[src/baud_gen_defs.vh]
// Purpose: Constants for the fractional baud generator
// Assumes: Included by the generator and its divider core
// Notes: Register select codes are local to the register port
`ifndef BAUD_GEN_DEFS_VH
`define BAUD_GEN_DEFS_VH

// Register select codes on the byte register port
`define SEL_DIV_LOW 2'h0
`define SEL_DIV_HIGH 2'h1
`define SEL_DIV_FRAC 2'h2
`define SEL_MODEM_CTRL 2'h3

// Reset values, divisor of one
`define DIV_LOW_RST 8'h01
`define DIV_HIGH_RST 8'h00
`define DIV_FRAC_RST 4'h0
`define MODEM_CTRL_RST 8'h00

// Field positions and widths
`define MCR_PRESC_BIT 7
`define FRAC_W 4
`define INT_W 16
`define HIGH_SHIFT 8

// Prescaler and sample counts
`define PRESC_LAST 2'h3
`define SPB_16X_LAST 4'hF
`define SPB_8X_LAST 4'h7

`endif

[src/frac_divider.v]
// Purpose: Fractional divider core, integer plus sixteenths
// Assumes: tick_in is a one-cycle enable from the prescaler
// Notes: New divisor is taken only at a period boundary
`timescale 1ns/10ps
`include "baud_gen_defs.vh"

module frac_divider #(
  parameter INT_W = `INT_W,
  parameter FRAC_W = `FRAC_W
) (
  input wire clk,
  input wire arst_n,
  input wire tick_in,
  input wire [INT_W-1:0] div_int,
  input wire [FRAC_W-1:0] div_frac,
  output reg tick_out,
  output reg reload
);

  reg [INT_W:0] count_reg;
  reg [INT_W:0] count_next;
  reg [FRAC_W-1:0] acc_reg;
  reg [FRAC_W-1:0] acc_next;
  reg tick_next;
  reg carry;
  reg [FRAC_W-1:0] acc_sum;

  // Integer part of zero behaves as one
  function [INT_W:0] eff_int;
    input [INT_W-1:0] value;
    begin
      if (value == {INT_W{1'b0}}) begin
        eff_int = {{INT_W{1'b0}}, 1'b1};
      end else begin
        eff_int = {1'b0, value};
      end
    end
  endfunction

  // Count prescaled ticks, stretch a period when accumulator carries
  always @* begin
    {carry, acc_sum} = {1'b0, acc_reg} + {1'b0, div_frac};
    count_next = count_reg;
    acc_next = acc_reg;
    tick_next = 1'b0;
    if (tick_in) begin
      if (count_reg <= {{INT_W{1'b0}}, 1'b1}) begin
        tick_next = 1'b1;
        acc_next = acc_sum;
        count_next = eff_int(div_int) + {{INT_W{1'b0}}, carry};
      end else begin
        count_next = count_reg - {{INT_W{1'b0}}, 1'b1};
      end
    end
  end

  // State flops
  always @(posedge clk or negedge arst_n) begin
    if (!arst_n) begin
      count_reg <= {{INT_W{1'b0}}, 1'b1};
      acc_reg <= {FRAC_W{1'b0}};
      tick_out <= 1'b0;
      reload <= 1'b0;
    end else begin
      count_reg <= count_next;
      acc_reg <= acc_next;
      tick_out <= tick_next;
      reload <= tick_next;
    end
  end

endmodule // frac_divider

[src/baud_generator.v]
// Purpose: Per-channel fractional baud generator with prescaler
// Assumes: CLK is the oscillator input clock, inputs synchronous
// Notes: Sample tick is 16X or 8X of the serial bit rate
`timescale 1ns/10ps
`include "baud_gen_defs.vh"

module baud_generator #(
  parameter INT_W = `INT_W,
  parameter FRAC_W = `FRAC_W
) (
  input wire CLK,
  input wire ARST_N,
  input wire SOFT_RST,
  input wire REG_WR,
  input wire [1:0] REG_SEL,
  input wire [7:0] REG_WDATA,
  input wire SAMPLE_8X,
  output reg [7:0] REG_RDATA,
  output wire [7:0] MODEM_CTRL,
  output wire SAMPLE_TICK,
  output reg BIT_TICK,
  output reg DIV_PENDING
);

  // Divisor and control registers
  reg [7:0] div_low_reg;
  reg [7:0] div_low_next;
  reg [7:0] div_high_reg;
  reg [7:0] div_high_next;
  reg [FRAC_W-1:0] div_frac_reg;
  reg [FRAC_W-1:0] div_frac_next;
  reg [7:0] mcr_reg;
  reg [7:0] mcr_next;

  // Prescaler state
  reg [1:0] presc_reg;
  reg [1:0] presc_next;
  reg presc_mode_reg;
  wire presc_div4;
  wire presc_tick;

  // Bit timing state
  reg [3:0] samp_reg;
  reg [3:0] samp_next;
  reg mode_8x_reg;
  reg bit_tick_next;
  wire [3:0] samp_last;

  // Divider link
  wire [INT_W-1:0] div_int;
  wire div_reload;
  reg [7:0] rdata_next;
  reg pending_next;
  wire div_write;
  reg wrote_reg;

  // Write decode for one register select
  function wr_hit;
    input wr;
    input [1:0] sel;
    input [1:0] code;
    begin
      wr_hit = wr && (sel == code);
    end
  endfunction

  assign div_int = {div_high_reg, div_low_reg};
  assign MODEM_CTRL = mcr_reg;
  assign presc_div4 = mcr_reg[`MCR_PRESC_BIT];
  assign div_write = wr_hit(REG_WR, REG_SEL, `SEL_DIV_LOW) ||
                     wr_hit(REG_WR, REG_SEL, `SEL_DIV_HIGH) ||
                     wr_hit(REG_WR, REG_SEL, `SEL_DIV_FRAC);

  // Divisor low byte next value
  always @* begin
    div_low_next = div_low_reg;
    if (SOFT_RST) begin
      div_low_next = `DIV_LOW_RST;
    end else if (wr_hit(REG_WR, REG_SEL, `SEL_DIV_LOW)) begin
      div_low_next = REG_WDATA;
    end
  end

  // Divisor high byte next value
  always @* begin
    div_high_next = div_high_reg;
    if (SOFT_RST) begin
      div_high_next = `DIV_HIGH_RST;
    end else if (wr_hit(REG_WR, REG_SEL, `SEL_DIV_HIGH)) begin
      div_high_next = REG_WDATA;
    end
  end

  // Fraction keeps only its low four bits
  always @* begin
    div_frac_next = div_frac_reg;
    if (SOFT_RST) begin
      div_frac_next = `DIV_FRAC_RST;
    end else if (wr_hit(REG_WR, REG_SEL, `SEL_DIV_FRAC)) begin
      div_frac_next = REG_WDATA[FRAC_W-1:0];
    end
  end

  // Modem control, bit 7 drives the prescaler
  always @* begin
    mcr_next = mcr_reg;
    if (SOFT_RST) begin
      mcr_next = `MODEM_CTRL_RST;
    end else if (wr_hit(REG_WR, REG_SEL, `SEL_MODEM_CTRL)) begin
      mcr_next = REG_WDATA;
    end
  end

  // Divisor low byte flop, hardware reset to one
  always @(posedge CLK or negedge ARST_N) begin
    if (!ARST_N) begin
      div_low_reg <= `DIV_LOW_RST;
    end else begin
      div_low_reg <= div_low_next;
    end
  end

  // Divisor high byte flop
  always @(posedge CLK or negedge ARST_N) begin
    if (!ARST_N) begin
      div_high_reg <= `DIV_HIGH_RST;
    end else begin
      div_high_reg <= div_high_next;
    end
  end

  // Divisor fraction flop
  always @(posedge CLK or negedge ARST_N) begin
    if (!ARST_N) begin
      div_frac_reg <= `DIV_FRAC_RST;
    end else begin
      div_frac_reg <= div_frac_next;
    end
  end

  // Modem control flop, prescaler off after reset
  always @(posedge CLK or negedge ARST_N) begin
    if (!ARST_N) begin
      mcr_reg <= `MODEM_CTRL_RST;
    end else begin
      mcr_reg <= mcr_next;
    end
  end

  // Read mux, unused fraction bits read zero
  always @* begin
    case (REG_SEL)
      `SEL_DIV_LOW: begin
        rdata_next = div_low_reg;
      end
      `SEL_DIV_HIGH: begin
        rdata_next = div_high_reg;
      end
      `SEL_DIV_FRAC: begin
        rdata_next = {{(8-FRAC_W){1'b0}}, div_frac_reg};
      end
      `SEL_MODEM_CTRL: begin
        rdata_next = mcr_reg;
      end
      default: begin
        rdata_next = 8'h00;
      end
    endcase
  end

  // Read data flop, one cycle behind the select
  always @(posedge CLK or negedge ARST_N) begin
    if (!ARST_N) begin
      REG_RDATA <= 8'h00;
    end else begin
      REG_RDATA <= rdata_next;
    end
  end

  // Prescaler tick: every clock, or every fourth
  assign presc_tick = presc_div4 ? (presc_reg == `PRESC_LAST) : 1'b1;

  // Prescaler counter restarts when the mode changes
  always @* begin
    presc_next = presc_reg + 2'h1;
    if (presc_div4 != presc_mode_reg) begin
      presc_next = 2'h0;
    end else if (!presc_div4) begin
      presc_next = 2'h0;
    end
  end

  // Prescaler count on the oscillator clock
  always @(posedge CLK or negedge ARST_N) begin
    if (!ARST_N) begin
      presc_reg <= 2'h0;
    end else begin
      presc_reg <= presc_next;
    end
  end

  // Last prescaler mode, to spot a change of bit 7
  always @(posedge CLK or negedge ARST_N) begin
    if (!ARST_N) begin
      presc_mode_reg <= 1'b0;
    end else begin
      presc_mode_reg <= presc_div4;
    end
  end

  // Fractional divider for this channel alone
  frac_divider #(
    .INT_W(INT_W),
    .FRAC_W(FRAC_W)
  ) u_div (
    .clk(CLK),
    .arst_n(ARST_N),
    .tick_in(presc_tick),
    .div_int(div_int),
    .div_frac(div_frac_reg),
    .tick_out(SAMPLE_TICK),
    .reload(div_reload)
  );

  // Pending until reload; a reload at the change edge used the old divisor
  always @* begin
    pending_next = DIV_PENDING;
    if (div_write || SOFT_RST) begin
      pending_next = 1'b1;
    end else if (div_reload && !wrote_reg) begin
      pending_next = 1'b0;
    end
  end

  // Pending flag flop
  always @(posedge CLK or negedge ARST_N) begin
    if (!ARST_N) begin
      DIV_PENDING <= 1'b0;
    end else begin
      DIV_PENDING <= pending_next;
    end
  end

  // Divisor change seen at the last edge
  always @(posedge CLK or negedge ARST_N) begin
    if (!ARST_N) begin
      wrote_reg <= 1'b0;
    end else begin
      wrote_reg <= div_write || SOFT_RST;
    end
  end

  // Samples per bit: 16 or 8
  assign samp_last = SAMPLE_8X ? `SPB_8X_LAST : `SPB_16X_LAST;

  // Bit counter over sample ticks, restarts on mode change
  always @* begin
    samp_next = samp_reg;
    bit_tick_next = 1'b0;
    if (SAMPLE_8X != mode_8x_reg) begin
      samp_next = 4'h0;
    end else if (SAMPLE_TICK) begin
      if (samp_reg >= samp_last) begin
        samp_next = 4'h0;
        bit_tick_next = 1'b1;
      end else begin
        samp_next = samp_reg + 4'h1;
      end
    end
  end

  // Bit counter flops; the stretch pattern spans two 8X bits
  always @(posedge CLK or negedge ARST_N) begin
    if (!ARST_N) begin
      samp_reg <= 4'h0;
      mode_8x_reg <= 1'b0;
    end else begin
      samp_reg <= samp_next;
      mode_8x_reg <= SAMPLE_8X;
    end
  end

  // Bit tick pulse flop
  always @(posedge CLK or negedge ARST_N) begin
    if (!ARST_N) begin
      BIT_TICK <= 1'b0;
    end else begin
      BIT_TICK <= bit_tick_next;
    end
  end

endmodule // baud_generator

[config.mk]
export PLATFORM = sky130hd
export DESIGN_NAME = baud_generator
export DESIGN_NICKNAME = d
export VERILOG_FILES = /design/src/frac_divider.v /design/src/baud_generator.v
export VERILOG_INCLUDE_DIRS = /design/src
export SDC_FILE = /design/constraint.sdc
export NUM_CORES = 1
export LEC_CHECK = 0
export BUFFER_PORTS_ARGS = -buffer_cell sky130_fd_sc_hd__buf_2
export CORE_MARGIN = 2
export CORE_UTILIZATION = 30
export DETAILED_ROUTE_END_ITERATION = 10
export PLACE_DENSITY = 0.5
export SLEW_MARGIN = 20
export SYNTH_ARGS = -nofsm -noshare
export SYNTH_HDL_FRONTEND = slang
export SYNTH_SLANG_ARGS = --single-unit
[constraint.sdc]
create_clock -name CLK -period 3.3 [get_ports CLK]
set_clock_uncertainty 0.1 [all_clocks]
set_input_delay 0.165 -clock CLK [delete_from_list [all_inputs] [get_ports CLK]]
set_output_delay 0.165 -clock CLK [all_outputs]
set_load 0.05 [all_outputs]
==> impl_metrics.env, run 1 <==
export IMPL_worst_path_max_fanout=3
export IMPL_cts_root_buffer_cell="sky130_fd_sc_hd__clkbuf_16"
export IMPL_crit_path_start="div_frac_reg[0]"
export IMPL_timing_critical_path_from_type="flop"
export IMPL_grt_use_total=0.151
export IMPL_drive_above_1_share=0.177
export IMPL_rsz0062_at_grt="no"
export IMPL_drt_first_iter_violations=146
export IMPL_ys_ff_latch=69
export IMPL_insertion_delay_to_the_later_sink_of_the_worst_skew_pair_ns=0.33
export IMPL_mappedNetlistNets=400
export IMPL_grt_antenna_before_repair=0
export IMPL_yosys_area_top_type="sky130_fd_sc_hd__dfrtp_1"
export IMPL_data_arrival_critical_path_ns=3.05
export IMPL_routabilityCongestion=0.787
export IMPL_port_buffer_count=33
export IMPL_route_detailed_vias_per_inst=5.11
export IMPL_post_synth_fa_ha_maj_area_fraction=0.0419
export IMPL_gr_total_overflow=0
export IMPL_tritoncts_buffer_count=9
export IMPL_die_area_mm2=0.0135
export IMPL_worstHoldStart="REG_WDATA[0]"
export IMPL_placed_cells_incl_taps=551
export IMPL_relSlewSlack=0.397
export IMPL_initial_core_utilization=0.311
export IMPL_timing_critical_path_required_ns=3.46
export IMPL_final_min_clock_period_ns=2.89
export IMPL_final_setup_tns_ns=0
export IMPL_report_final_setup_viol=0
export IMPL_worst_path_largest_cell_delay_ns=0.46
export IMPL_worst_setup_hold_path_clk_slew_ns=0.06
export IMPL_cts_sinks=69
export IMPL_tightest_slew_ns=0.903
export IMPL_number_of_antenna_violating_nets_in_the_routed_design=0
export IMPL_synth_async_reset_ratio=1.00
export IMPL_grt_start_max_net_pins=46
export IMPL_cts_repair_timing_setup_buffer_count=0
export IMPL_cp_cell_sequence="ha_1, inv_1, fa_1, nor2b_1, o21ai_0, nand2b_1, ha_1, ha_1, nand3_1, or3_1, a2111oi_0, a211o_1"
export IMPL_drv_slew=0
export IMPL_final_area_mm2=0.00438
export IMPL_netlist_top_cells_area="sky130_fd_sc_hd__dfrtp_1, sky130_fd_sc_hd__mux2i_1, sky130_fd_sc_hd__ha_1, sky130_fd_sc_hd__xnor2_1, sky130_fd_sc_hd__nor2_1"
export IMPL_max_cap_violations=0
export IMPL_placeableCoreArea_mm2=0.0121
export IMPL_post_synth_and_or_nand_nor_area_fraction=0.203
export IMPL_place_ws_ns=0.406
export IMPL_area_growth_pct=16.3
export IMPL_final_period_utilization=0.876
export IMPL_avg_cell_area_syn_um2=10.1
export IMPL_dpl_hpwl_um=6540
export IMPL_synthesis_area_mm2=0.00376
export IMPL_first_global_vias=2938
export IMPL_diodes=0
export IMPL_postSynth_topFlopCell="sky130_fd_sc_hd__dfrtp_1"
export IMPL_post_cts_resize_count=0
export IMPL_synth_cells=373
export IMPL_floorplan_die_height_um=116
export IMPL_tritoncts="built"
export IMPL_timing_final_ws_setup_ns=0.410
export IMPL_status="complete, no violations"
export IMPL_report_final_hold_viol_count=0
export IMPL_synthXorXnorAreaFrac=0.0372
export IMPL_dieWidth_um=116
export IMPL_rows=40
export IMPL_routed_via_count=2910
export IMPL_max_vdd_ir_drop_mv=0.211
export IMPL_power_density_mw_per_mm2=621
export IMPL_nNetsFinal=424
export IMPL_htree_num_levels=3
export IMPL_ios=34
export IMPL_largest_reg_flops=17
export IMPL_synth_top_family_by_area="simple AND/OR/NAND/NOR gates"
export IMPL_worst_hold_path_type="in -> reg"
export IMPL_drcViolationCount=0
export IMPL_synthDistinctLibCells=58
export IMPL_final_cell_count_no_fill=570
export IMPL_routed_wl_um=9190
export IMPL_static_leakage_power_nw=1.89
export IMPL_post_synth_mux_area_share=0.0970
export IMPL_top_area_cell_type_share_of_the_netlist_area=0.445
export IMPL_crit_reg2reg_launch="div_frac_reg[0]"
export IMPL_max_freq_ghz=0.346
export IMPL_ys_seq_area_frac=0.459
export IMPL_synth_compound_gate_area_share=0.121
export IMPL_dpl_instance_area_mm2=0.00406
export IMPL_count_of_synthesis_stage_warnings_from_yosys=0
export IMPL_first_pass_grt_wire_length_um=15800
export IMPL_edff_count_synth=0
export IMPL_crit_slowest_cell="sky130_fd_sc_hd__a2111oi_0"
export IMPL_worstSetupEndpointType="flop"
export IMPL_top_cell_by_count_worst_path="sky130_fd_sc_hd__ha_1"
export IMPL_route_detailed_wl_per_inst_um=16.1
export IMPL_criticalPathCategory="reg -> reg"
export IMPL_first_pass_iters=4
export IMPL_ctsLongestPathBuffers=2
## cell families after synthesis
kind of cell | count (synthesis)
flops | 69
fa+ha+maj | 12
simple gates | 143
mux | 31
xor+xnor | 16
compound gates | 66
buf+inv | 36
## routing by layer
layer  vias up  share of wire  GRT usage
met3         7          0.030     0.0329
met1      1440           0.49      0.214
li1       1415              -          -
met2        48           0.47      0.239
met4         0         0.0079     0.0341
met5         -              0          0
## power by group
part           internal, W  total [W]  leakage, nW  switching (W)
sequential        0.000982    0.00114        0.915       0.000157
combinational     0.000254   0.000625        0.833       0.000371
clock             0.000585   0.000956        0.139       0.000371
## cell usage after synthesis, drive strengths merged (3+ instances only)
cell    instances
nor4           17
a21o            3
nand2          27
nand2b          4
or3             4
o31ai           4
buf             8
mux2i          23
nor2           32
dfrtp          67
nor3           10
o41ai           4
o21ai          14
or4             5
or2             3
nand3          17
clkbuf         20
mux2            4
mux4            4
nand4           7
nor2b           3
xnor2          14
ha             11
a21oi          13
o211ai         12
nor3b           4
inv             8
## critical path: cells and delay by family, from the launching register on
family | cells | cell delay [ns]
buffers and inverters | 1 | 0.05
flip-flops | 1 | 0.38
adder cells (fa/ha/maj) | 4 | 0.94
AND/OR/NAND/NOR | 4 | 0.63
AO/OA/AOI/OAI | 3 | 0.71
## cells in the final DEF (no fill, tap or decap), drive strengths merged, types with 5 or more instances in the layout
cell type | netlist | layout
dfrtp | 67 | 67
buf | 8 | 38
nor2 | 32 | 32
nand2 | 27 | 27
mux2i | 23 | 23
nand3 | 17 | 17
nor4 | 17 | 17
o21ai | 14 | 14
xnor2 | 14 | 14
a21oi | 13 | 13
o211ai | 12 | 12
ha | 11 | 11
nor3 | 10 | 10
clkbuf | 20 | 10
inv | 8 | 9
nand4 | 7 | 7
or4 | 5 | 5
## repair_timing
item | 4_1_cts | 5_1_grt
hold endpoints to repair | 25 | 0
endpoints found under the setup margin | 0 | 0
hold buffers | 3 | 0
## worst paths after layout
kind / to / slack [ns] / cells after the start
max reg2reg: u_div.count_reg[8] / 0.41 / 12
min reg2reg: presc_reg[0] / 0.33 / 1
max: u_div.count_reg[8] / 0.41 / 12
min: div_low_reg[0] / 0.01 / 2
min in group asynchronous: MODEM_CTRL[5] / 0.27 / 2
max in group asynchronous: u_div.count_reg[2] / 1.82 / 3
## cell type report
| type | instances | area, um2 |
|---|---|---|
| clock buffers | 10 | 229 |
| clock inverters | 6 | 63.8 |
| fillers | 1280 | 7730 |
| inverters | 8 | 30.0 |
| multi-input cells | 268 | 1880 |
| flip-flops and latches | 69 | 1730 |
| well taps | 168 | 210 |
| repair buffers | 41 | 233 |
## through the flow
step | utilization | hold slack (ns) | total power, W
final | 0.361 | 0.0116 | 0.00272
after global routing | 0.361 | 0.0249 | 0.00288
after CTS | 0.361 | 0.00469 | 0.00274
after detailed placement | 0.335 | 0.0963 | 0.00177
after global placement | 0.335 | 0.0966 | 0.00175
after floorplan | - | -0.231 | 0.00161
Power figures use the tool's default switching activity.
==> run 2, diff against run 1 <==
CORE_UTILIZATION = 45   (was 30)
PLACE_DENSITY = 0.67   (was 0.5)
==> run 2 against run 1 <==
Effect of this change:
- cell count decreased by 11%
- via count up 2.7%
- sequential cell count did not move
- largest power group unchanged
- highest routed layer unchanged
- core utilization rose by 16 points
==> impl_metrics.env, run 2 (synthesized netlist as in run 1, its figures left out) <==
export IMPL_layout_cells_most_common="sky130_fd_sc_hd__dfrtp_1"
export IMPL_rsz0062_at_grt="no"
export IMPL_first_global_vias=2921
export IMPL_worst_hold_path_type="in -> reg"
export IMPL_report_final_setup_viol=0
export IMPL_grt_antenna_before_repair=0
export IMPL_ios=34
export IMPL_routed_via_count=2988
export IMPL_placeableCoreArea_mm2=0.00818
export IMPL_dieWidth_um=95.5
export IMPL_report_final_hold_viol_count=0
export IMPL_port_buffer_count=33
export IMPL_insertion_delay_to_the_later_sink_of_the_worst_skew_pair_ns=0.34
export IMPL_max_vdd_ir_drop_mv=0.259
export IMPL_first_pass_grt_wire_length_um=14400
export IMPL_floorplan_die_height_um=95.5
export IMPL_number_of_antenna_violating_nets_in_the_routed_design=0
export IMPL_max_freq_ghz=0.351
export IMPL_status="complete, no violations"
export IMPL_final_period_utilization=0.863
export IMPL_dpl_hpwl_um=5950
export IMPL_reg2reg_setup_slack_ns=0.45
export IMPL_route_detailed_vias_per_inst=5.87
export IMPL_drive_above_1_share=0.176
export IMPL_tritoncts="built"
export IMPL_timing_critical_path_required_ns=3.48
export IMPL_drt_first_iter_violations=151
export IMPL_worst_path_max_fanout=3
export IMPL_static_leakage_power_nw=1.86
export IMPL_max_cap_violations=0
export IMPL_grt_start_max_net_pins=70
export IMPL_tritoncts_buffer_count=9
export IMPL_gr_total_overflow=0
export IMPL_relSlewSlack=0.422
export IMPL_cts_sinks=69
export IMPL_layout_common_cells="sky130_fd_sc_hd__dfrtp_1, sky130_fd_sc_hd__buf_2, sky130_fd_sc_hd__nor2_1, sky130_fd_sc_hd__nand2_1, sky130_fd_sc_hd__mux2i_1"
export IMPL_layout_filler_cells=743
export IMPL_placed_cells_incl_taps=489
export IMPL_routabilityCongestion=0.867
export IMPL_worstSetupEndpointType="flop"
export IMPL_post_cts_resize_count=0
export IMPL_grt_use_total=0.206
export IMPL_htree_num_levels=3
export IMPL_rows=33
export IMPL_die_area_mm2=0.00911
export IMPL_cts_repair_timing_setup_buffer_count=0
export IMPL_final_setup_tns_ns=0
export IMPL_nNetsFinal=427
export IMPL_route_detailed_wl_per_inst_um=17.0
export IMPL_criticalPathCategory="reg -> reg"
export IMPL_drv_slew=0
export IMPL_cts_root_buffer_cell="sky130_fd_sc_hd__clkbuf_8"
export IMPL_ctsLongestPathBuffers=2
export IMPL_worst_setup_hold_path_clk_slew_ns=0.07
export IMPL_tightest_slew_ns=0.867
export IMPL_routed_wl_um=8670
export IMPL_initial_core_utilization=0.461
export IMPL_diodes=0
export IMPL_largest_reg_flops=17
export IMPL_timing_critical_path_from_type="flop"
export IMPL_area_growth_pct=12.5
export IMPL_drcViolationCount=0
export IMPL_final_cell_count_no_fill=509
export IMPL_first_pass_iters=4
export IMPL_hold_buffers=5
export IMPL_data_arrival_critical_path_ns=3.03
export IMPL_final_min_clock_period_ns=2.85
export IMPL_power_density_mw_per_mm2=583
## run 2: changes by cell type in the layout (fill, tap and decap cells not counted), sizes merged
cell | previous run | this run
clkbuf | 10 | 12
clkinv | 2 | 0
dlygate4sd3 | 3 | 5
buf | 38 | 39
inv | 9 | 8
## run 2: worst max-delay path, cell delays in order, from the launching register on
cell	delay [ns]
sky130_fd_sc_hd__dfrtp_1	0.37
sky130_fd_sc_hd__ha_1	0.18
sky130_fd_sc_hd__inv_1	0.05
sky130_fd_sc_hd__fa_1	0.41
sky130_fd_sc_hd__nor2b_1	0.11
sky130_fd_sc_hd__o21ai_0	0.08
sky130_fd_sc_hd__nand2b_1	0.08
sky130_fd_sc_hd__ha_1	0.18
sky130_fd_sc_hd__ha_1	0.19
sky130_fd_sc_hd__nand3_1	0.09
sky130_fd_sc_hd__or3_1	0.36
sky130_fd_sc_hd__a2111oi_0	0.44
sky130_fd_sc_hd__a211o_1	0.15
## run 2: power breakdown
group	switching, W	internal (W)	total, W
sequential	0.000153	0.000980	0.00113
combinational	0.000363	0.000267	0.000631
clock	0.000317	0.000387	0.000703
## run 2: area by class of cell
type	instances	area, um2	area share
timing repair buffer	44	260	0.0615
clock inverter	3	45.0	0.0106
inverter	8	30.0	0.00709
tap	105	131	0.0310
sequential	69	1730	0.408
clock buffer	12	155	0.0366
multi-input combinational	268	1880	0.445
## run 2: final timing paths
kind | start | endpoint | cells past startpoint
max | div_frac_reg[0] | u_div.count_reg[8] | 12
min | REG_WDATA[2] | MODEM_CTRL[2] | 3
max reg2reg | div_frac_reg[0] | u_div.count_reg[8] | 12
min reg2reg | presc_reg[0] | presc_reg[0] | 1
max in group asynchronous | ARST_N | div_high_reg[2] | 3
min in group asynchronous | ARST_N | mode_8x_reg | 3
## run 2: metal layers
metal,global-route usage,wire length [um],share of wire
met1,0.275,3940,0.45
met2,0.336,4180,0.48
met3,0.0379,403,0.046
met4,0.0798,146,0.017
met5,0,0,0
## run 2: per-stage QoR
stage | utilization | hold WS [ns] | area [um2] | power (W) | setup WS (ns)
floorplan | - | -0.231 | 3760 | 0.00161 | 0.541
global placement | 0.487 | 0.227 | 3980 | 0.00175 | 0.568
detailed placement | 0.487 | 0.231 | 3980 | 0.00177 | 0.504
CTS | 0.518 | 0.00260 | 4230 | 0.00248 | 0.446
global route | 0.518 | 0.0227 | 4230 | 0.00261 | 0.130
finish | 0.518 | 0.0123 | 4230 | 0.00247 | 0.452
==> run 3, diff against run 2 <==
PLACE_DENSITY = 0.7   (was 0.67)
clock period = 2.45 ns   (was 3.3 ns; I/O delays follow)
==> run 3 against run 2 <==
Effect of this change:
- the run now ends with negative setup slack left
- worst setup slack got worse by 0.56 ns
- wire length increased by 7.6%
- critical path depth unchanged
- combinational power increased by 62%
- non-clock buffer count increased by 41
- power rose by 36%
- global-route usage is 1.8 points higher
- count of clock-buffer cells in the layout is 3 lower
- hold slack improved by 0.048 ns
- core utilization increased by 6.2 points
- register-to-register slack worse by 0.56 ns
- critical endpoint is now u_div.count_reg[14]
- largest power group unchanged
- highest routed layer unchanged
==> impl_metrics.env, run 3 (synthesized netlist as in run 1, its figures left out) <==
export IMPL_status="finished with violations"
export IMPL_violations="negative setup slack"
export IMPL_final_min_clock_period_ns=2.56
export IMPL_crit_reg2reg_launch="div_frac_reg[0]"
export IMPL_port_buffer_count=33
export IMPL_cts_root_buffer_cell="sky130_fd_sc_hd__clkbuf_8"
export IMPL_relSlewSlack=0.503
export IMPL_final_setup_tns_ns=-0.401
export IMPL_criticalPathCategory="reg -> reg"
export IMPL_final_util=0.580
export IMPL_rsz0062_at_grt="yes"
export IMPL_route_detailed_vias_per_inst=5.81
export IMPL_routed_via_count=3199
export IMPL_diodes=0
export IMPL_timing_critical_path_from_type="flop"
export IMPL_dieWidth_um=95.5
export IMPL_report_final_setup_viol=6
export IMPL_dpl_hpwl_um=6490
export IMPL_area_growth_pct=26.0
export IMPL_grt_use_total=0.224
export IMPL_worst_setup_hold_path_clk_slew_ns=0.08
export IMPL_nNetsFinal=468
export IMPL_crit_path_start="div_frac_reg[0]"
export IMPL_drv_slew=0
export IMPL_floorplan_die_height_um=95.5
export IMPL_place_ws_ns=-0.115
export IMPL_tightest_slew_ns=0.744
export IMPL_first_pass_grt_wire_length_um=15800
export IMPL_timing_critical_path_required_ns=2.54
export IMPL_ios=34
export IMPL_htree_num_levels=3
export IMPL_layout_common_cells="sky130_fd_sc_hd__dfrtp_1, sky130_fd_sc_hd__buf_4, sky130_fd_sc_hd__buf_2, sky130_fd_sc_hd__nor2_1, sky130_fd_sc_hd__nand2_1"
export IMPL_die_area_mm2=0.00911
export IMPL_number_of_antenna_violating_nets_in_the_routed_design=0
export IMPL_wl_met2_um=4450
export IMPL_final_period_utilization=1.05
export IMPL_cts_sinks=69
export IMPL_met1Wirelength_um=4100
export IMPL_largest_reg_flops=17
export IMPL_static_leakage_power_nw=2.15
export IMPL_first_pass_iters=5
export IMPL_rows=33
export IMPL_hold_worst_slack_ns=0.0605
export IMPL_drive_above_1_share=0.291
export IMPL_wl_met3_um=576
export IMPL_ctsLongestPathBuffers=2
export IMPL_power_density_mw_per_mm2=706
export IMPL_first_global_vias=3143
export IMPL_report_final_hold_viol_count=0
export IMPL_route_detailed_wl_per_inst_um=16.9
export IMPL_grt_start_max_net_pins=39
export IMPL_tritoncts="built"
export IMPL_layout_cells_most_common="sky130_fd_sc_hd__dfrtp_1"
export IMPL_worst_path_max_fanout=7
export IMPL_gr_total_overflow=0
export IMPL_drt_first_iter_violations=170
export IMPL_worst_hold_path_type="in -> reg"
export IMPL_grt_antenna_before_repair=0
export IMPL_max_cap_violations=0
export IMPL_final_cell_count_no_fill=551
export IMPL_initial_core_utilization=0.461
export IMPL_drcViolationCount=0
export IMPL_max_freq_ghz=0.390
export IMPL_tritoncts_buffer_count=9
export IMPL_layout_filler_cells=697
export IMPL_placeableCoreArea_mm2=0.00818
export IMPL_maxUsedRoutingLayer="met4"
export IMPL_routabilityCongestion=0.909
export IMPL_max_vdd_ir_drop_mv=0.360
export IMPL_worstSetupEndpointType="flop"
export IMPL_worstHoldStart="REG_WR"
export IMPL_insertion_delay_to_the_later_sink_of_the_worst_skew_pair_ns=0.34
export IMPL_data_arrival_critical_path_ns=2.65
export IMPL_placed_cells_incl_taps=518
export IMPL_timing_final_ws_setup_ns=-0.112
export IMPL_routed_wl_um=9330
run 3: worst max-delay path: stages (launching register included):
cell and delay, ns:
sky130_fd_sc_hd__dfrtp_1 0.36, sky130_fd_sc_hd__ha_2 0.19, sky130_fd_sc_hd__inv_2 0.04, sky130_fd_sc_hd__fa_2 0.33, sky130_fd_sc_hd__nor2b_1 0.11, sky130_fd_sc_hd__o21ai_1 0.06, sky130_fd_sc_hd__nand2b_1 0.11, sky130_fd_sc_hd__ha_4 0.15
sky130_fd_sc_hd__ha_4 0.15, sky130_fd_sc_hd__nand3_4 0.09, sky130_fd_sc_hd__nor4_1 0.38, sky130_fd_sc_hd__xnor2_1 0.20, sky130_fd_sc_hd__o211ai_1 0.14
run 3: area by class of cell:
type | instances | area (um2) | share of cell area
Timing Repair Buffer | 85 | 604 | 0.127
Sequential cell | 69 | 1730 | 0.365
Clock buffer | 9 | 124 | 0.0261
Tap cell | 105 | 131 | 0.0277
Clock inverter | 7 | 50.0 | 0.0106
Inverter | 8 | 30.0 | 0.00633
Multi-Input combinational cell | 268 | 2070 | 0.437
run 3: metal layers:
metal  vias to the layer above  global-route usage
li1                       1505                   -
met1                      1542               0.309
met2                       132               0.352
met3                        20              0.0403
met4                         0              0.0881
met5                         -                   0
run 3: worst paths after layout:
kind	end	slack, ns	cells after the start
max in group asynchronous	div_low_reg[0]	1.24	3
max	u_div.count_reg[14]	-0.11	12
max reg2reg	u_div.count_reg[14]	-0.11	12
min	MODEM_CTRL[7]	0.06	3
min in group asynchronous	BIT_TICK	0.28	2
min reg2reg	presc_reg[0]	0.34	1
run 3: where the power goes:
part | internal, W | switching (W)
combinational | 0.000446 | 0.000573
clock | 0.000370 | 0.000462
sequential | 0.00132 | 0.000178
run 3: through the flow:
step / power, W / area (um2)
5_1_grt: 0.00356 / 4740
3_3_place_gp: 0.00246 / 4250
6_report: 0.00335 / 4740
2_1_floorplan: 0.00218 / 3800
3_5_place_dp: 0.00248 / 4250
4_1_cts: 0.00334 / 4610
run 3: timing repair:
action,4_1_cts,5_1_grt
setup buffers,4,4
hold endpoints to repair,54,0
pin swaps,6,9
gates resized for setup,13,17
endpoints found under the setup margin,12,14
hold buffers,10,0
